<file path="src/hw/cbca_defines.vh">
// constants for the bus-cycle sequencer and operand address generator
`ifndef CBCA_DEFINES_VH
`define CBCA_DEFINES_VH

// cycle type codes shown on cyc_type
`define CBCA_CYC_IDLE   3'h0
`define CBCA_CYC_FREE   3'h1
`define CBCA_CYC_FETCH  3'h2
`define CBCA_CYC_OPRD   3'h3
`define CBCA_CYC_OPWR   3'h4
`define CBCA_CYC_PUSH   3'h5
`define CBCA_CYC_POP    3'h6
`define CBCA_CYC_VECT   3'h7

// addressing mode codes on op_mode
`define CBCA_MODE_DIR        4'h0
`define CBCA_MODE_EXT        4'h1
`define CBCA_MODE_IX         4'h2
`define CBCA_MODE_IX1        4'h3
`define CBCA_MODE_IX2        4'h4
`define CBCA_MODE_IXPINC     4'h5
`define CBCA_MODE_IX1PINC    4'h6
`define CBCA_MODE_SP1        4'h7
`define CBCA_MODE_SP2        4'h8
`define CBCA_MODE_REL        4'h9

// page prefix byte, vector page, direct page
`define CBCA_PAGE2_PREFIX 8'h9e
`define CBCA_VECT_PAGE    8'hff
`define CBCA_DIR_PAGE     8'h00

// reset values
`define CBCA_PC_RST 16'h0000
`define CBCA_SP_RST 16'h00ff
`define CBCA_HX_RST 16'h0000

// sequencer states
`define CBCA_ST_RUN  2'h0
`define CBCA_ST_VEC2 2'h1
`define CBCA_ST_HALT 2'h2

`endif

</file>
<file path="src/hw/cbca_sequencer.v">
// bus-cycle sequencer and operand address generator of the 8-bit cpu
// How it works
// RULE_01: free cycle is one clock read
// RULE_02: fetch reads next program location, pc advances
// RULE_03: push writes one byte to stack
// RULE_04: pop reads one byte from stack
// RULE_05: vector read from top page, high first
// RULE_06: indexed address plus 16-bit offset
// RULE_07: indexed no offset, then index increments
// RULE_08: indexed 8-bit offset, then index increments
// RULE_09: stack pointer plus 8-bit offset
// RULE_10: stack pointer plus 16-bit offset
// RULE_11: branch reaches -128..+127 from next instruction
// RULE_12: direct address lies in first page
// RULE_13: prefix byte selects second opcode page
// RULE_14: wait clears interrupt mask, halts until interrupt
// RULE_15: each bus clock marked with its cycle type
`timescale 1ns/1ps
`include "cbca_defines.vh"

module cbca_sequencer (
    // clock and reset
    input wire sys_clk,
    input wire rst_b,
    // cycle request from the instruction decoder
    input wire op_valid,
    input wire [2:0] op_kind,
    input wire [3:0] op_mode,
    input wire [15:0] op_off,
    input wire [7:0] op_wdata,
    input wire [7:0] op_vect_lo,
    input wire op_wait,
    output reg op_ready_q,
    // register loads from the execution unit
    input wire ld_pc,
    input wire ld_sp,
    input wire ld_hx,
    input wire [15:0] ld_val,
    input wire imask_set,
    // interrupt pin, asynchronous
    input wire irq_pin,
    // system memory bus
    output reg [15:0] bus_addr_q,
    output reg bus_rd_q,
    output reg bus_wr_q,
    output reg [7:0] bus_wdata_q,
    input wire [7:0] bus_rdata,
    output reg [2:0] cyc_type_q,
    // captured read data and decoder state
    output reg [7:0] rdata_q,
    output reg rdata_valid_q,
    output reg page2_q,
    output reg [15:0] pc_q,
    output reg [15:0] sp_q,
    output reg [15:0] hx_q,
    output reg imask_q,
    output reg halted_q
);

    reg [1:0] state_q;
    reg [7:0] vect_lo_q;
    reg irq_s1_q;
    reg irq_s2_q;
    reg irq_s3_q;
    reg irq_q;
    reg [15:0] ea;
    reg postinc;
    wire take;
    wire [15:0] pc_inc;
    wire [15:0] rel_target;
    wire [15:0] sp_inc;
    wire [15:0] sp_dec;

    assign take = op_valid && op_ready_q;
    assign pc_inc = pc_q + 16'h0001;
    assign sp_inc = sp_q + 16'h0001;
    assign sp_dec = sp_q - 16'h0001;
    // RULE_11: sign-extended offset
    // pc already points past the branch, so the reach is relative to the next instruction
    assign rel_target = pc_q + {{8{op_off[7]}}, op_off[7:0]};

    // effective operand address by mode
    always @* begin
        ea = hx_q;
        postinc = 1'b0;
        case (op_mode)
            // RULE_12: direct page
            `CBCA_MODE_DIR: ea = {`CBCA_DIR_PAGE, op_off[7:0]};
            `CBCA_MODE_EXT: ea = op_off;
            `CBCA_MODE_IX: ea = hx_q;
            `CBCA_MODE_IX1: ea = hx_q + {8'h00, op_off[7:0]};
            // RULE_06: index plus 16-bit
            `CBCA_MODE_IX2: ea = hx_q + op_off;
            // RULE_07: index then increment
            `CBCA_MODE_IXPINC: begin
                ea = hx_q;
                postinc = 1'b1;
            end
            // RULE_08: 8-bit offset, increment
            `CBCA_MODE_IX1PINC: begin
                ea = hx_q + {8'h00, op_off[7:0]};
                postinc = 1'b1;
            end
            // RULE_09: stack plus 8-bit
            `CBCA_MODE_SP1: ea = sp_q + {8'h00, op_off[7:0]};
            // RULE_10: stack plus 16-bit
            `CBCA_MODE_SP2: ea = sp_q + op_off;
            default: ea = hx_q;
        endcase
    end

    // interrupt pin synchroniser; a change counts once stages two and three agree
    always @(posedge sys_clk or negedge rst_b) begin
        if (!rst_b) begin
            irq_s1_q <= 1'b0;
            irq_s2_q <= 1'b0;
            irq_s3_q <= 1'b0;
            irq_q <= 1'b0;
        end else begin
            irq_s1_q <= irq_pin;
            irq_s2_q <= irq_s1_q;
            irq_s3_q <= irq_s2_q;
            if (irq_s2_q == irq_s3_q) begin
                irq_q <= irq_s3_q;
            end
        end
    end

    // read data capture one clock after a read cycle is driven
    always @(posedge sys_clk or negedge rst_b) begin
        if (!rst_b) begin
            rdata_q <= 8'h00;
            rdata_valid_q <= 1'b0;
            page2_q <= 1'b0;
        end else begin
            rdata_valid_q <= bus_rd_q && (cyc_type_q != `CBCA_CYC_FREE)
                && (cyc_type_q != `CBCA_CYC_IDLE);
            if (bus_rd_q) begin
                rdata_q <= bus_rdata;
            end
            // RULE_13: prefix marks next opcode
            // the flag stays up across non-fetch cycles and drops on the next fetch cycle, operand fetches included
            if (cyc_type_q == `CBCA_CYC_FETCH) begin
                page2_q <= (bus_rdata == `CBCA_PAGE2_PREFIX) && !page2_q;
            end
        end
    end

    // main sequencer: drives one bus cycle per taken request, two for a vector and none for a wait or an idle op_kind
    always @(posedge sys_clk or negedge rst_b) begin
        if (!rst_b) begin
            state_q <= `CBCA_ST_RUN;
            op_ready_q <= 1'b1;
            bus_addr_q <= 16'h0000;
            bus_rd_q <= 1'b0;
            bus_wr_q <= 1'b0;
            bus_wdata_q <= 8'h00;
            cyc_type_q <= `CBCA_CYC_IDLE;
            vect_lo_q <= 8'h00;
            pc_q <= `CBCA_PC_RST;
            sp_q <= `CBCA_SP_RST;
            hx_q <= `CBCA_HX_RST;
            imask_q <= 1'b1;
            halted_q <= 1'b0;
        end else begin
            // idle bus unless a cycle is started below
            bus_rd_q <= 1'b0;
            bus_wr_q <= 1'b0;
            cyc_type_q <= `CBCA_CYC_IDLE;
            if (imask_set) begin
                imask_q <= 1'b1;
            end
            case (state_q)
                `CBCA_ST_RUN: begin
                    if (take && op_wait) begin
                        // RULE_14: clear mask, halt
                        imask_q <= 1'b0;
                        halted_q <= 1'b1;
                        op_ready_q <= 1'b0;
                        state_q <= `CBCA_ST_HALT;
                    end else if (take) begin
                        // RULE_15: tag this cycle
                        cyc_type_q <= op_kind;
                        case (op_kind)
                            `CBCA_CYC_FREE: begin
                                // RULE_01: single read cycle
                                bus_rd_q <= 1'b1;
                                bus_addr_q <= pc_q;
                                if (op_mode == `CBCA_MODE_REL) begin
                                    pc_q <= rel_target;
                                end
                            end
                            `CBCA_CYC_FETCH: begin
                                // RULE_02: consecutive program read
                                bus_rd_q <= 1'b1;
                                bus_addr_q <= pc_q;
                                pc_q <= pc_inc;
                            end
                            `CBCA_CYC_OPRD, `CBCA_CYC_OPWR: begin
                                bus_rd_q <= (op_kind == `CBCA_CYC_OPRD);
                                bus_wr_q <= (op_kind == `CBCA_CYC_OPWR);
                                bus_wdata_q <= op_wdata;
                                bus_addr_q <= ea;
                                // RULE_07: increment after use
                                if (postinc) begin
                                    hx_q <= hx_q + 16'h0001;
                                end
                            end
                            `CBCA_CYC_PUSH: begin
                                // RULE_03: one byte write
                                bus_wr_q <= 1'b1;
                                bus_wdata_q <= op_wdata;
                                bus_addr_q <= sp_q;
                                sp_q <= sp_dec;
                            end
                            `CBCA_CYC_POP: begin
                                // RULE_04: one byte read
                                bus_rd_q <= 1'b1;
                                bus_addr_q <= sp_inc;
                                sp_q <= sp_inc;
                            end
                            `CBCA_CYC_VECT: begin
                                // RULE_05: high byte first
                                bus_rd_q <= 1'b1;
                                bus_addr_q <= {`CBCA_VECT_PAGE, op_vect_lo};
                                vect_lo_q <= op_vect_lo + 8'h01;
                                imask_q <= 1'b1;
                                op_ready_q <= 1'b0;
                                state_q <= `CBCA_ST_VEC2;
                            end
                            default: cyc_type_q <= `CBCA_CYC_IDLE;
                        endcase
                    end
                end
                `CBCA_ST_VEC2: begin
                    // RULE_05: low byte second
                    bus_rd_q <= 1'b1;
                    cyc_type_q <= `CBCA_CYC_VECT;
                    bus_addr_q <= {`CBCA_VECT_PAGE, vect_lo_q};
                    op_ready_q <= 1'b1;
                    state_q <= `CBCA_ST_RUN;
                end
                `CBCA_ST_HALT: begin
                    // RULE_14: wake on interrupt
                    // the pin wakes the core even if software set the mask again meanwhile
                    if (irq_q) begin
                        halted_q <= 1'b0;
                        op_ready_q <= 1'b1;
                        state_q <= `CBCA_ST_RUN;
                    end
                end
                default: begin
                    state_q <= `CBCA_ST_RUN;
                    op_ready_q <= 1'b1;
                end
            endcase
            // explicit loads override same-cycle sequencer updates
            if (ld_pc) begin
                pc_q <= ld_val;
            end
            if (ld_sp) begin
                sp_q <= ld_val;
            end
            if (ld_hx) begin
                hx_q <= ld_val;
            end
        end
    end

endmodule // cbca_sequencer

</file>
<file path="config.mk">
export PLATFORM = sky130hd
export DESIGN_NAME = cbca_sequencer
export DESIGN_NICKNAME = d
export VERILOG_FILES = /design/src/hw/cbca_sequencer.v
export VERILOG_INCLUDE_DIRS = /design/src /design/src/hw
export SDC_FILE = /design/constraint.sdc
export NUM_CORES = 1
export LEC_CHECK = 0
export BUFFER_PORTS_ARGS = -buffer_cell sky130_fd_sc_hd__buf_4
export CAP_MARGIN = 20
export CORE_MARGIN = 1
export CORE_UTILIZATION = 58
export DETAILED_ROUTE_END_ITERATION = 10
export PLACE_DENSITY = 0.83
export SETUP_SLACK_MARGIN = 0.1
export SKIP_LAST_GASP = 1
export SYNTH_ARGS = -nofsm -noshare
export SYNTH_HDL_FRONTEND = slang
export SYNTH_SLANG_ARGS = --single-unit
</file>
<file path="constraint.sdc">
create_clock -name sys_clk -period 4.3 [get_ports sys_clk]
set_input_delay 0.43 -clock sys_clk [delete_from_list [all_inputs] [get_ports sys_clk]]
set_output_delay 0.43 -clock sys_clk [all_outputs]
set_load 0.1 [all_outputs]
</file>
-- Word level (Yosys, flattened, before mapping)
Cells that the tools add are included.
- register bits after elaboration: 104
- bits of input ports: 72
- output and inout bits: 90
- $add $sub $neg: 10
- equal/unequal tests: 32
- muxes and demuxes: 53
- bitwise logic cells: 1
- reductions and logical operators: 36
- operator list (cell ; number):
    16-bit two-way mux ; 17
    16-bit one-hot mux with 2 select lines ; 3
    16-bit one-hot mux with 6 select lines ; 1
    16-bit one-hot mux with 5 select lines ; 1
    16-bit by 1-bit adder with 16-bit output, second input constant ; 3
    16-bit adder ; 3
    16-bit by 8-bit adder with 16-bit output ; 2
    2-bit nonzero test ; 10
    1-bit two-way mux ; 17
    4-bit by 3-bit equality test with 1-bit output, second input constant ; 4
    4-bit AND reduction ; 4
    16-bit by 1-bit subtractor with 16-bit output, second input constant ; 1
    2-bit inequality test, second input constant ; 7
    3-bit equality test, second input constant ; 4
    1-bit one-hot mux with 2 select lines ; 5
    5-bit AND reduction ; 2
    3-bit by 2-bit equality test with 1-bit output, second input constant ; 3
    3-bit two-way mux ; 3
    3-bit nonzero test ; 3
    8-bit by 1-bit adder with 8-bit output, second input constant ; 1
    4-bit equality test, second input constant ; 2
    8-bit equality test, second input constant ; 1
    2-bit two-way mux ; 4
    2-bit OR reduction ; 4
    21 further kinds ; 27

-- Depth between registers and ports, before layout
Gate-level depths: netlist (run 1).
- depth after elaboration: 9
- gate-level depth with buffers: 16
- mapped depth without buffers: 13

-- Worst setup path before layout (run 1)
No wires, ideal clock.
- path kind: input -> register
- from: in op_mode[0]
- to: reg bus_addr_q[14]
- setup time: 0.119 ns
- data arrival time: 3.914 ns
- setup slack: 0.267 ns
- stages on the path: 16
- path buffers: 4
- cells stage by stage: clkbuf_1 > clkbuf_1 > nand4b_1 > clkbuf_1 > clkbuf_1 > o21ai_0 > ha_1 > inv_1 > fa_1 > nand3b_1 > a21o_1 > a31oi_1 > nand3_1 > xor2_1 > a221o_1 > o21ba_2
- cells in the longest elaborated chain, start to end: 7
- elaborated cells on any way between the ends: 13
- RTL lines (what ; RTL line ; RTL):
    start: declaration ; cbca_sequencer.v:28 ; input wire [3:0] op_mode,
    4-bit by 3-bit equality test with 1-bit output or 4-bit by 2-bit equality test with 1-bit output (tied branches) ; cbca_sequencer.v:86 ; case (op_mode)
    2-bit OR reduction (no line) ; -- ;
    16-bit one-hot mux with 6 select lines * ; cbca_sequencer.v:86 ;
    16-bit one-hot mux with 5 select lines * ; cbca_sequencer.v:184 ; case (op_kind)
    16-bit two-way mux * ; cbca_sequencer.v:181 ; end else if (take) begin
    16-bit two-way mux * ; cbca_sequencer.v:175 ; if (take && op_wait) begin
    16-bit one-hot mux with 2 select lines * ; cbca_sequencer.v:173 ; case (state_q)
    end signal: assignment ; cbca_sequencer.v:188 ; bus_addr_q <= pc_q;
    end signal: assignment ; cbca_sequencer.v:196 ; bus_addr_q <= pc_q;
    end signal: assignment ; cbca_sequencer.v:213 ; bus_addr_q <= sp_q;
    end: declaration ; cbca_sequencer.v:43 ; output reg [15:0] bus_addr_q,
Mark *: on every way between the ends. The rest lies on a longest branch, timed or not. The select of a mux whose other input is x is not followed.
A chain may end at the register's enable or synchronous reset.

-- Worst setup path in the final report (run 1)
- from: reg sp_q[0]
- to: reg bus_addr_q[14]
- cells in the longest elaborated chain, start to end: 6
- elaborated cells on any way between the ends: 8
- RTL lines (what ; RTL line ; RTL):
    start: declaration ; cbca_sequencer.v:54 ; output reg [15:0] sp_q,
    start signal: assignment ; cbca_sequencer.v:161 ; sp_q <= `CBCA_SP_RST;
    start signal: assignment ; cbca_sequencer.v:214 ; sp_q <= sp_dec;
    start signal: assignment ; cbca_sequencer.v:220 ; sp_q <= sp_inc;
    16-bit adder or 16-bit by 8-bit adder with 16-bit output (tied branches) ; cbca_sequencer.v:107, cbca_sequencer.v:105 ;
    16-bit one-hot mux with 6 select lines ; cbca_sequencer.v:86 ;
    16-bit one-hot mux with 5 select lines * ; cbca_sequencer.v:184 ;
    16-bit two-way mux * ; cbca_sequencer.v:181 ;
    16-bit two-way mux * ; cbca_sequencer.v:175 ;
    16-bit one-hot mux with 2 select lines * ; cbca_sequencer.v:173 ;
Marked as above.

==> metrics.md, run 1 <==
| Metric | Value |
|---|---|
| Status | `finished, final reports clean` |
| Mapped Cells | `about 1100` |
| Worst path required time | `between 4000 and 5000 ps` |
| Placement Setup Slack | `570 ps` |
| Kind of cell adding the most delay to the critical path | `compound AO/OA/AOI/OAI gates` |
| Iter 0 DRT Violations | `between 1000 and 1500` |
| Worst-Skew Late Latency | `~360 ps` |
| CTS tree | `yes` |
| Vias per inst | `around 6.5` |
| Pleak | `around 0.0046 µW` |
| CP peak stage delay | `650 ps` |
| Full die area | `approximately 16000 µm²` |
| Resize count post-CTS | `0` |
| Cell variety after synth | `78` |
| Most frequent cells in the layout | `buf_4 (172), nand2_1 (123), o21ai_0 (118)` |
| Clock slew at reported path FFs | `around 80 ps` |
| DIE WIDTH | `127 µm` |
| Wirelength per Cell | `20.0 µm` |
| Comb power frac | `0.574` |
| Worst VDD drop | `419 µV` |
| Dpl cell area | `between 10000 and 15000 µm²` |
| Cell count after placement | `around 1400` |
| Layout cell share with drive strength beyond 1 | `0.207` |
| Syn Area/Cell | `a little over 8 µm²` |
| Syn Std Cell Area | `roughly 9000 µm²` |
| Least-Margin Pin Slew | `between 1000 and 1500 ps` |
| NumNets Final | `around 1300` |
| Final setup vio count | `0` |
| Detail Placement HPWL | `about 22000 µm` |
| First-pass GRT wire length | `between 40000 and 50000 µm` |
| Final Cycle Share | `0.809` |
| Max Root-Sink Buffers | `2` |
| Psw | `approximately 3000 µW` |
| Core area | `between 15000 and 20000 µm²` |
| RSZ-0062 raised after global routing | `false` |
| Syn nets | `~1200` |
| CTS sink cnt | `around 100` |
| Pin count of the biggest net entering global routing | `80` |
| N_diodes | `0` |
| Initial Util | `0.594` |
| Register area share after synthesis | `0.291` |
| Switch share | `0.550` |
| Cell internal pwr | `~2400 µW` |
| Max-slew violation count | `0` |
| Leading cell type in the layout, fill and taps excluded | `buf_4` |
| Synth warn | `0` |
| Sequential Power Share | `0.278` |
| Area delta synth->final | `16.8%` |
| Initial antenna violation count | `0` |
| Max-cap violation count | `0` |
| Gpl congestion | `0.965` |
| Global route overflow | `0` |
| P per Cell Area | `between 500 and 600 nW/µm²` |
| Asr flop ratio synth | `1.00` |
| Antenna Nets Post-Route | `0` |
| Flops & latches, synth | `roughly 100` |
| Clock share of power | `0.148` |
| CP Cell Sequence | `inv_1 > o21ai_0 > ha_1 > inv_1 > fa_1 > nand3b_1 > a21o_1 > a31oi_1 > nand3_1 > xor2_1 > a221o_1 > o21ba_2` |
| Vias in the first global route | `8276` |
| Worst Setup Slack, final | `just over 800 ps` |
| CP bufs+invs | `2` |
| Setup tns final | `0 ps` |
| Root Driver | `clkbuf_16` |
| H-tree depth | `3` |
| CP arrival | `approximately 3700 ps` |
| Fmax | `~290 MHz` |
| CP Class | `register to register` |
| Final hold vios | `0` |
| Fin area | `roughly 11000 µm²` |
| Critical Path Most Common Cell | `inv_1` |
| Post-CTS setup buffer count | `0` |
| Path category of the worst min-delay check | `primary input to register` |
| Post-CTS Hold Fix Bufs | `0` |
| Cell Count, Final, Fillers Out | `1418` |
| Number of port buffers | `~160` |
| Clk_skew | `between 10 and 15 ps` |
| Top FF cell, synth | `dfrtp_1` |
| Num CTS Buffers | `9` |
| Post-synth EDFFs | `0` |
| Largest fanout on the critical path | `9` |
| First-pass DRT Iterations | `8` |
| DRC | `0` |
| Slowest CP cell | `dfstp_2` |
| Kind of end point of the critical path | `register` |
| Detailed-route via count | `between 9000 and 10000` |
| Row count | `45` |
| Worst slew margin | `0.329` |
| CP startpoint kind | `register` |
| Post-layout min period | `between 3000 and 4000 ps` |
| Die Y-Extent | `roughly 130 µm` |
| GRT Util Overall | `0.360` |
| Routed wire length | `approximately 28000 µm` |
| Boundary Pins | `about 160` |
[power groups by stage]
stage | registers (µW) | clock network (µW) | logic [µW]
5_1_grt | 1520 | 851 | 3220
6_report | 1490 | 793 | 3080
4_1_cts | 1490 | 797 | 3060
3_3_place_gp | 1490 | 0 | 3030
2_1_floorplan | 2950 | 0 | 874
3_5_place_dp | 1500 | 0 | 3050
[sequential cells by signal, summed over array words and instances (netlist names), 2 cells and up]
| signal | cells |
|---|---|
| sp_q | 16 |
| bus_addr_q | 16 |
| bus_wdata_q | 8 |
| hx_q | 16 |
| rdata_q | 8 |
| cyc_type_q | 3 |
| state_q | 2 |
| vect_lo_q | 8 |
| pc_q | 16 |
[final timing paths]
kind / endpoint / slack [ps] / cells after the start / startpoint
worst max-delay path: bus_addr_q[14]$_DFFE_PN0P_ / 820 / 12 / sp_q[0]$_DFFE_PN1P_
worst min-delay path: irq_s1_q$_DFF_PN0_ / 180 / 1 / irq_pin
worst max register to register: bus_addr_q[14]$_DFFE_PN0P_ / 820 / 12 / sp_q[0]$_DFFE_PN1P_
worst min register to register: irq_s2_q$_DFF_PN0_ / 350 / 0 / irq_s1_q$_DFF_PN0_
max in group asynchronous: sp_q[5]$_DFFE_PN1P_ / 3080 / 2 / rst_b
min in group asynchronous: bus_addr_q[11]$_DFFE_PN0P_ / 220 / 1 / rst_b
[synthesized netlist by cell type (4+ instances only)]
master,count,area (µm²)
nand2_1,123,462
o21ai_0,118,591
dfrtp_1,94,2350
a21oi_1,83,415
nor2_1,78,293
clkbuf_1,60,225
xnor2_1,48,420
ha_1,47,588
mux2_2,40,450
nand3_1,36,180
xor2_1,33,289
inv_1,32,120
nor3_1,24,120
a21o_1,17,128
or3_1,16,100
mux2i_1,15,150
a211oi_1,14,105
a31oi_1,14,87.6
nand4_1,13,81.3
a22oi_1,12,90.1
nor2b_1,11,68.8
and3_1,10,62.6
dfstp_2,10,263
nand2b_1,10,62.6
o21a_1,9,67.6
and4_1,8,70.1
buf_2,8,40.0
o31ai_1,8,60.1
nand3b_1,7,52.6
nor3b_1,7,52.6
o22ai_1,7,43.8
and2_1,6,37.5
buf_1,6,22.5
o21bai_1,6,45.0
a221oi_1,5,43.8
nor4_1,5,31.3
o211ai_1,5,37.5
o221ai_1,5,43.8
or2_2,4,25.0
[routing by layer]
layer / vias up / GRT usage / routed length, µm
met3: 90 / 0.0590 / 2690
met1: 4315 / 0.504 / 12000
met5: - / 0 / 0
met2: 579 / 0.554 / 12500
li1: 4269 / - / -
met4: 0 / 0.147 / 1170
[layout make-up]
cell class / instances / area [µm²]
multi-input cells: 906 / 5950
fillers: 1270 / 4640
flip-flops and latches: 104 / 2620
repair buffers: 172 / 1290
well taps: 188 / 235
clock buffers: 10 / 229
inverters: 32 / 120
clock inverters: 6 / 57.6
[per-stage QoR]
stage | power [µW] | util | hold WS (ps)
finish | 5370 | 0.693 | 183
detailed placement | 4560 | 0.675 | 348
global route | 5590 | 0.693 | 166
CTS | 5350 | 0.693 | 179
floorplan | 3820 | - | 134
global placement | 4520 | 0.675 | 336
[cells by family (layout without fill, tap and decap cells)]
family,after synthesis,in the layout,synth area share
flip-flops,104,104,0.291
AO/OA/AOI/OAI,342,342,0.234
adder cells (fa/ha/maj),51,51,0.0732
buffers and inverters,108,220,0.0468
multiplexers,55,55,0.0668
XOR/XNOR,81,81,0.0789
AND/OR/NAND/NOR,377,377,0.210
No activity file was read; power rests on OpenSTA's default activity.
==> run 2: changes to the inputs <==
- ABC_AREA: default -> 1
- CORE_UTILIZATION: 58 -> 52
- PLACE_DENSITY: 0.83 -> 0.78
- clock period: 4.3 -> 3 ns (I/O delays scaled with it)
==> run 2 against run 1 <==
Via count is 10% higher. Routed wire length is 16% higher. Synthesized cell count is 21% higher. Global-route usage is 1.0 points higher. Critical endpoint is now bus_addr_q[12]$_DFFE_PN0P_. Largest power group unchanged. Power is 41% higher. Count of clock-buffer cells in the layout is 1 lower. Clock power is 54% higher. Sequential cell count stayed put. Critical path type unchanged.
==> metrics.md, run 2 <==
| Metric | Value |
|---|---|
| Synth warn | `0 (unchanged)` |
| Clock slew at reported path FFs | `80 ps (about the same)` |
| GRT Util Overall | `0.370 (+0.0100)` |
| Cell with the most instances after synthesis | `nand2_1` |
| Final Cycle Share | `0.935 (+0.126)` |
| Tot Pwr | `7580 µW (+41%)` |
| Register area share after synthesis | `0.290 (-0.000646)` |
| Initial antenna violation count | `0 (unchanged)` |
| Leading cell type in the layout, fill and taps excluded | `nand2_1` |
| Post-synth top area share | `0.261 (-0.000581)` |
| Syn nets | `1470 (+19%)` |
| Die Y-Extent | `134 µm (+5.6%)` |
| CP Class | `register to register` |
| Global route overflow | `0 (unchanged)` |
| Max-cap violation count | `0 (unchanged)` |
| Vias per inst | `5.82 (-11%)` |
| Top FF cell, synth | `dfrtp_1` |
| Worst VDD drop | `835 µV (+99%)` |
| Asr flop ratio synth | `1.00 (unchanged)` |
| Worst slew margin | `0.447 (+0.118)` |
| P per Cell Area | `689 nW/µm² (+35%)` |
| CP bufs+invs | `5 (+3)` |
| Kind of end point of the critical path | `register` |
| First-pass DRT Iterations | `6 (-2)` |
| CTS sink cnt | `104 (unchanged)` |
| Max-slew violation count | `0 (unchanged)` |
| Iter 0 DRT Violations | `968 (-12%)` |
| Status | `finished, final reports clean` |
| Post-synthesis adder-cell area fraction | `0.0730 (-0.000163)` |
| Final hold vios | `0 (unchanged)` |
| Initial Util | `0.538 (-0.0560)` |
| H-tree depth | `3 (unchanged)` |
| Layout cell share with drive strength beyond 1 | `0.200 (-0.00650)` |
| Syn Area/Cell | `6.68 µm² (-17%)` |
| Largest fanout on the critical path | `6 (-3)` |
| Path category of the worst min-delay check | `primary input to register` |
| Pin count of the biggest net entering global routing | `45 (-44%)` |
| Worst path required time | `3270 ps (-1290 ps)` |
| Detailed-route via count | `10200 (+10%)` |
| Complex-gate fraction of the synthesized area | `0.171 (-0.0630)` |
| Antenna Nets Post-Route | `0 (unchanged)` |
| Worst-Skew Late Latency | `370 ps (about the same)` |
| Post-synth EDFFs | `0 (unchanged)` |
| Wirelength per Cell | `18.9 µm (-5.9%)` |
| Setup tns final | `0 ps (unchanged)` |
| Mapped Cells | `1348 (+21%)` |
| Cell variety after synth | `53 (-32%)` |
| Hold EP | `irq_s1_q$_DFF_PN0_` |
| Root Driver | `clkbuf_16` |
| Kind of cell adding the most delay to the critical path | `simple AND/OR/NAND/NOR gates` |
| CP peak stage delay | `600 ps (-50 ps)` |
| RSZ-0062 raised after global routing | `true` |
| NumNets Final | `1647 (+22%)` |
| CTS tree | `yes` |
| Top cells by area, synth | `dfrtp_1 (26%), nand2_1 (15%), nand3_1 (6.8%)` |
| CP Cell Sequence | `inv_1 > o21ai_0 > inv_1 > fa_1 > inv_2 > nand3_1 > nand3_1 > nand2_1 > nand2_1 > nand2_1 > nand2_1 > nand2_1 > nand3_1 > nand2_1 > inv_1 > nand2_1 > nand2_1 > nand3b_1 > nand2_1 > inv_1` |
| Fmax | `357 MHz (+24%)` |
| Worst hold start | `irq_pin` |
| Vias in the first global route | `9330 (+13%)` |
| Reg-to-Reg Start | `sp_q[1]$_DFFE_PN1P_` |
| Boundary Pins | `162 (unchanged)` |
| DRC | `0 (unchanged)` |
| Critical Path Most Common Cell | `nand2_1` |
| Hold depth | `1 (unchanged)` |
| Slowest CP cell | `dfstp_2` |
| Pleak | `0.00559 µW (+22%)` |
| Row count | `47 (+4.4%)` |
| Post-layout min period | `2800 ps (-675 ps)` |
| Final setup vio count | `0 (unchanged)` |
| Routed wire length | `33000 µm (+16%)` |
| Full die area | `17900 µm² (+12%)` |
| Syn Std Cell Area | `9010 µm² (+0.22%)` |
| Clk_skew | `10.7 ps (-3.25 ps)` |
| Number of port buffers | `161 (unchanged)` |
| Flops & latches, synth | `104 (unchanged)` |
| Multiplexer share of the synthesized area | `0.0175 (-0.0493)` |
| Gpl congestion | `1.01 (+5.1%)` |
| Least-Margin Pin Slew | `827 ps (-179 ps)` |
| Core area | `16800 µm² (+11%)` |
| Simple-gate share of the synthesized area | `0.327 (+0.117)` |
| Finished Core Util | `0.657 (-0.0368)` |
| CP arrival | `3080 ps (-660 ps)` |
| N_diodes | `0 (unchanged)` |
| Area delta synth->final | `22.1%` |
| Max Root-Sink Buffers | `2 (unchanged)` |
| Cell taking the most area after synthesis | `dfrtp_1` |
| FF-to-FF End | `bus_addr_q[12]$_DFFE_PN0P_` |
| Detail Placement HPWL | `26200 µm (+21%)` |
| Num CTS Buffers | `9 (unchanged)` |
| Main combinational cell family by area after synthesis | `simple AND/OR/NAND/NOR gates` |
| Most frequent cells in the layout | `nand2_1 (361), buf_4 (198), inv_1 (157)` |
| DIE WIDTH | `134 µm (+5.6%)` |
| CP startpoint kind | `register` |
| Post-Synth XOR/XNOR Area | `0.0311 (-0.0478)` |
| FF-to-FF path depth | `20 (+8)` |
| Flop-to-flop setup slack | `200 ps (-630 ps)` |
| Post-synth top cells | `nand2_1 (365), inv_1 (159), nand3_1 (122), nor2_1 (109), dfrtp_1 (94)` |
| First-pass GRT wire length | `50700 µm (+13%)` |
## run 2: changes by cell type in the layout (fill, tap and decap cells not counted), moves of 15 or more
cell / change
a21o_1: -15
buf_4: +26
inv_1: +125
mux2_2: -26
mux2i_1: -15
nand2_1: +238
nand3_1: +85
nor2_1: +30
o21ai_0: -40
o221ai_1: +15
or2_2: +15
or3_1: -16
xnor2_1: -40
## run 2: final cells by class
type / instances / area (µm²)
fill: 1574 / 5760
multi-input combinational: 1035 / 5620
sequential: 104 / 2620
timing repair buffer: 201 / 1540
inverter: 174 / 657
tap: 220 / 275
clock buffer: 9 / 225
clock inverter: 7 / 72.6
## run 2: how the worst max path moves through the flow
stage                              from  depth (start not counted)                    endpoint
global placement             op_mode[2]                         21  bus_addr_q[12]$_DFFE_PN0P_
floorplan           hx_q[0]$_DFFE_PN0P_                         19  bus_addr_q[12]$_DFFE_PN0P_
detailed placement           op_mode[2]                         22  bus_addr_q[12]$_DFFE_PN0P_
global route        sp_q[1]$_DFFE_PN1P_                         18  bus_addr_q[14]$_DFFE_PN0P_
CTS                 sp_q[0]$_DFFE_PN1P_                         19  bus_addr_q[12]$_DFFE_PN0P_
finish              sp_q[1]$_DFFE_PN1P_                         20  bus_addr_q[12]$_DFFE_PN0P_
## run 2: cells by family (layout without fill, tap and decap cells)
logic type	count (synthesis)	in the layout
xor gates and xnor gates	32	32
buffers and inverters	209	391
DFF	104	104
AOI/OAI and AO/OA	259	259
muxes	14	14
and+or+nand+nor	679	679
adders and majority gates	51	51
## run 2: report_power, final
part / internal (µW) / switching [µW]
sequential: 1730 / 281
clock: 591 / 628
combinational: 1060 / 3290
## run 2: worst register-to-register path: cells and delay by family (launching register included)
| family | cells | cell delay [ps] |
|---|---|---|
| AOI/OAI and AO/OA | 1 | 290 |
| adders and majority gates | 1 | 410 |
| buffers and inverters | 5 | 430 |
| DFF | 1 | 600 |
| and+or+nand+nor | 13 | 980 |
## run 2: routing by layer
| metal | global-route usage | up-vias | part of all wire |
|---|---|---|---|
| met1 | 0.496 | 4760 | 0.41 |
| met4 | 0.134 | 0 | 0.032 |
| li1 | - | 4862 | - |
| met5 | 0 | - | 0 |
| met2 | 0.593 | 490 | 0.46 |
| met3 | 0.0734 | 75 | 0.095 |
## run 2: metrics by stage
stage,cell area [µm²],cells,hold slack [ps],setup slack [ps]
floorplan,9020,1348,4.41,138
global placement,10600,1727,305,8.54
detailed placement,10600,1727,313,-75.1
CTS,10900,1744,35.0,107
global route,11000,1750,33.2,33.2
finish,11000,1750,36.2,196
## run 2: repair_timing
item / 4_1_cts / 5_1_grt
setup endpoints to repair: 0 / 10
resized for setup: 0 / 20
hold buffers: 1 / 0
endpoints found under the hold margin: 34 / 0
setup buffers: 0 / 6
==> run 3: changes to the inputs <==
- ABC_AREA: 1 -> 0
==> run 3 against run 2 <==
Design area grew 3.4%. Routed wire length shrank 6.9%. Critical path depth shrank 8. Combinational power grew 7.4%. Non-clock buffer count grew 62. Clock power is essentially flat. Largest cell class unchanged. Count of clock-buffer cells in the layout is the same. Via count shrank 5.0%.
==> metrics.md, run 3 (synthesis gave the netlist of run 1 again) <==
| Metric | Value |
|---|---|
| First-pass GRT wire length | `47500 µm (-6.3%)` |
| NumNets Final | `1438 (-13%)` |
| Kind of end point of the critical path | `register` |
| Fin area | `11400 µm² (+3.4%)` |
| Clk_skew | `11.6 ps (+0.949 ps)` |
| CP arrival | `3180 ps (+100 ps)` |
| Global route overflow | `0 (unchanged)` |
| DRC | `0 (unchanged)` |
| Wirelength per Cell | `19.9 µm (+5.7%)` |
| Final setup vio count | `0 (unchanged)` |
| Detail Placement HPWL | `24100 µm (-8.0%)` |
| CP Class | `register to register` |
| CTS sink cnt | `104 (unchanged)` |
| Max-slew violation count | `0 (unchanged)` |
| Full die area | `17800 µm² (-0.22%)` |
| Worst path required time | `3270 ps (about the same)` |
| P per Cell Area | `703 nW/µm² (+2.1%)` |
| Post-layout min period | `2910 ps (+105 ps)` |
| Path category of the worst min-delay check | `primary input to register` |
| CP peak stage delay | `600 ps (about the same)` |
| Num CTS Buffers | `9 (unchanged)` |
| Worst Setup Slack, final | `91.6 ps (-105 ps)` |
| CP bufs+invs | `2 (-3)` |
| Flop-to-flop setup slack | `90 ps (-100 ps)` |
| Pleak | `0.00507 µW (-9.2%)` |
| Vias per inst | `6.28 (+7.9%)` |
| Switch share | `0.545 (-0.00922)` |
| Status | `finished, final reports clean` |
| Fmax | `344 MHz (-3.6%)` |
| Routed wire length | `30700 µm (-6.9%)` |
| GRT Util Overall | `0.345 (-0.0253)` |
| Antenna Nets Post-Route | `0 (unchanged)` |
| FF-to-FF End | `bus_addr_q[14]$_DFFE_PN0P_` |
| WP depth | `12 (-40%)` |
| Worst-Skew Late Latency | `370 ps (about the same)` |
| CP startpoint kind | `register` |
| Layout cell share with drive strength beyond 1 | `0.275 (+0.0748)` |
| Slowest CP cell | `dfstp_2` |
| Psw | `4360 µW (+3.8%)` |
| CTS tree | `yes` |
| CP Cell Sequence | `inv_2 > o21ai_2 > ha_2 > inv_2 > fa_2 > nand3b_1 > a21o_1 > a31oi_4 > nand3_2 > xor2_1 > a221o_1 > o21ba_2` |
| Iter 0 DRT Violations | `985 (+1.8%)` |
| Clock share of power | `0.155 (-0.006)` |
| Worst VDD drop | `1040 µV (+25%)` |
| Final Cycle Share | `0.969 (+0.0348)` |
| Multi-input logic area | `6060 µm² (+8.0%)` |
| Comb power frac | `0.584 (+0.010)` |
| Register area | `2620 µm² (-0.19%)` |
| Number of port buffers | `161 (unchanged)` |
| Core area | `16800 µm² (unchanged)` |
| Met1 GRT Util | `0.479 (-0.0166)` |
| Gpl congestion | `0.953 (-6.1%)` |
| Worst slew margin | `0.399 (-0.0479)` |
| Kind of cell adding the most delay to the critical path | `compound AO/OA/AOI/OAI gates` |
| Initial Util | `0.536 (-0.00119)` |
| Least-Margin Pin Slew | `895 ps (+67.6 ps)` |
| Detailed-route via count | `9681 (-5.0%)` |
| M3 GR Usage | `0.0586 (-0.0148)` |
| Area delta synth->final | `26.5%` |
| Gr busiest metal | `met2` |
| FF-to-FF path depth | `12 (-40%)` |
| Boundary Pins | `162 (unchanged)` |
| N_diodes | `0 (unchanged)` |
| Setup tns final | `0 ps (unchanged)` |
| Fillcell total | `1437 (-8.7%)` |
| Tot Pwr | `8000 µW (+5.5%)` |
| Initial antenna violation count | `0 (unchanged)` |
| Most frequent cells in the layout | `buf_4 (261), nand2_1 (123), o21ai_0 (113)` |
| Reg-to-Reg Start | `sp_q[0]$_DFFE_PN1P_` |
| H-tree depth | `3 (unchanged)` |
| Met2 usage | `0.518 (-0.0755)` |
| Row count | `47 (unchanged)` |
| First-pass DRT Iterations | `7 (+1)` |
| Placement Setup Slack | `-265 ps (-190 ps)` |
| Largest fanout on the critical path | `5 (-1)` |
| Vias in the first global route | `8706 (-6.7%)` |
| Leading cell type in the layout, fill and taps excluded | `buf_4` |
| Pin count of the biggest net entering global routing | `68 (+51%)` |
| Cell internal pwr | `3640 µW (+7.7%)` |
| Sequential Power Share | `0.261 (-0.005)` |
| RSZ-0062 raised after global routing | `true` |
| Max Root-Sink Buffers | `2 (unchanged)` |
| Crit. Startpoint | `sp_q[0]$_DFFE_PN1P_` |
| Worst Setup EP | `bus_addr_q[14]$_DFFE_PN0P_` |
| Max-cap violation count | `0 (unchanged)` |
| Root Driver | `clkbuf_16` |
| Die Y-Extent | `133 µm (-0.11%)` |
| DIE WIDTH | `133 µm (-0.11%)` |
| Critical Path Most Common Cell | `inv_2` |
| Clock slew at reported path FFs | `80 ps (about the same)` |
| Final hold vios | `0 (unchanged)` |
| Dpl cell area | `11000 µm² (+3.7%)` |
==> run 3: cell count changes in the layout (fill, tap and decap cells not counted), moves of 16 or more <==
cell     delta
nand2_1   -238
mux2_2     +25
or3_1      +16
nor2_1     -30
o21ai_0    +35
xnor2_1    +40
buf_4      +63
inv_1     -127
nand3_1    -86
==> run 3: layer usage <==
metal	vias up	routed length (µm)
li1	4450	-
met1	4584	12900
met2	550	13600
met3	97	2680
met4	0	1530
met5	-	0
==> run 3: power by group through the flow <==
stage | sequential (µW) | combinational (µW) | clock [µW]
floorplan | 4230 | 1280 | 0
global placement | 2090 | 4570 | 0
detailed placement | 2110 | 4620 | 0
CTS | 2080 | 4640 | 1250
global route | 2120 | 4880 | 1310
finish | 2090 | 4670 | 1240
==> run 3: final cells by class <==
cell class,count,area share
Clock buffer,9,0.0198
Clock inverter,7,0.00726
Inverter,32,0.0106
Multi-Input combinational cell,906,0.533
Sequential cell,104,0.230
Tap cell,220,0.0242
Timing Repair Buffer,263,0.175
==> run 3: worst min path at each step <==
stage	from	to	slack, ps	cells after the start
final	irq_pin	irq_s1_q$_DFF_PN0_	40	1
after global placement	rst_b	hx_q[14]$_DFFE_PN0P_	310	1
after detailed placement	rst_b	hx_q[15]$_DFFE_PN0P_	320	1
after CTS	irq_pin	irq_s1_q$_DFF_PN0_	30	1
after floorplan	rst_b	bus_addr_q[0]$_DFFE_PN0P_	4	0
after global routing	irq_pin	irq_s1_q$_DFF_PN0_	20	1
==> run 3: metrics by stage <==
stage,instances,utilization,hold WS (ps)
after global routing,1541,0.679,24.0
after global placement,1517,0.656,310
after floorplan,1118,-,4.41
final,1541,0.679,36.6
after CTS,1536,0.676,31.5
after detailed placement,1517,0.656,318
==> run 3: repair_timing <==
item,CTS,global route
pin swaps,2,2
buffers inserted,2,5
endpoints found under the hold margin,29,0
cloned,0,0
resized for setup,2,4
setup endpoints to repair,2,7
hold buffers,1,0
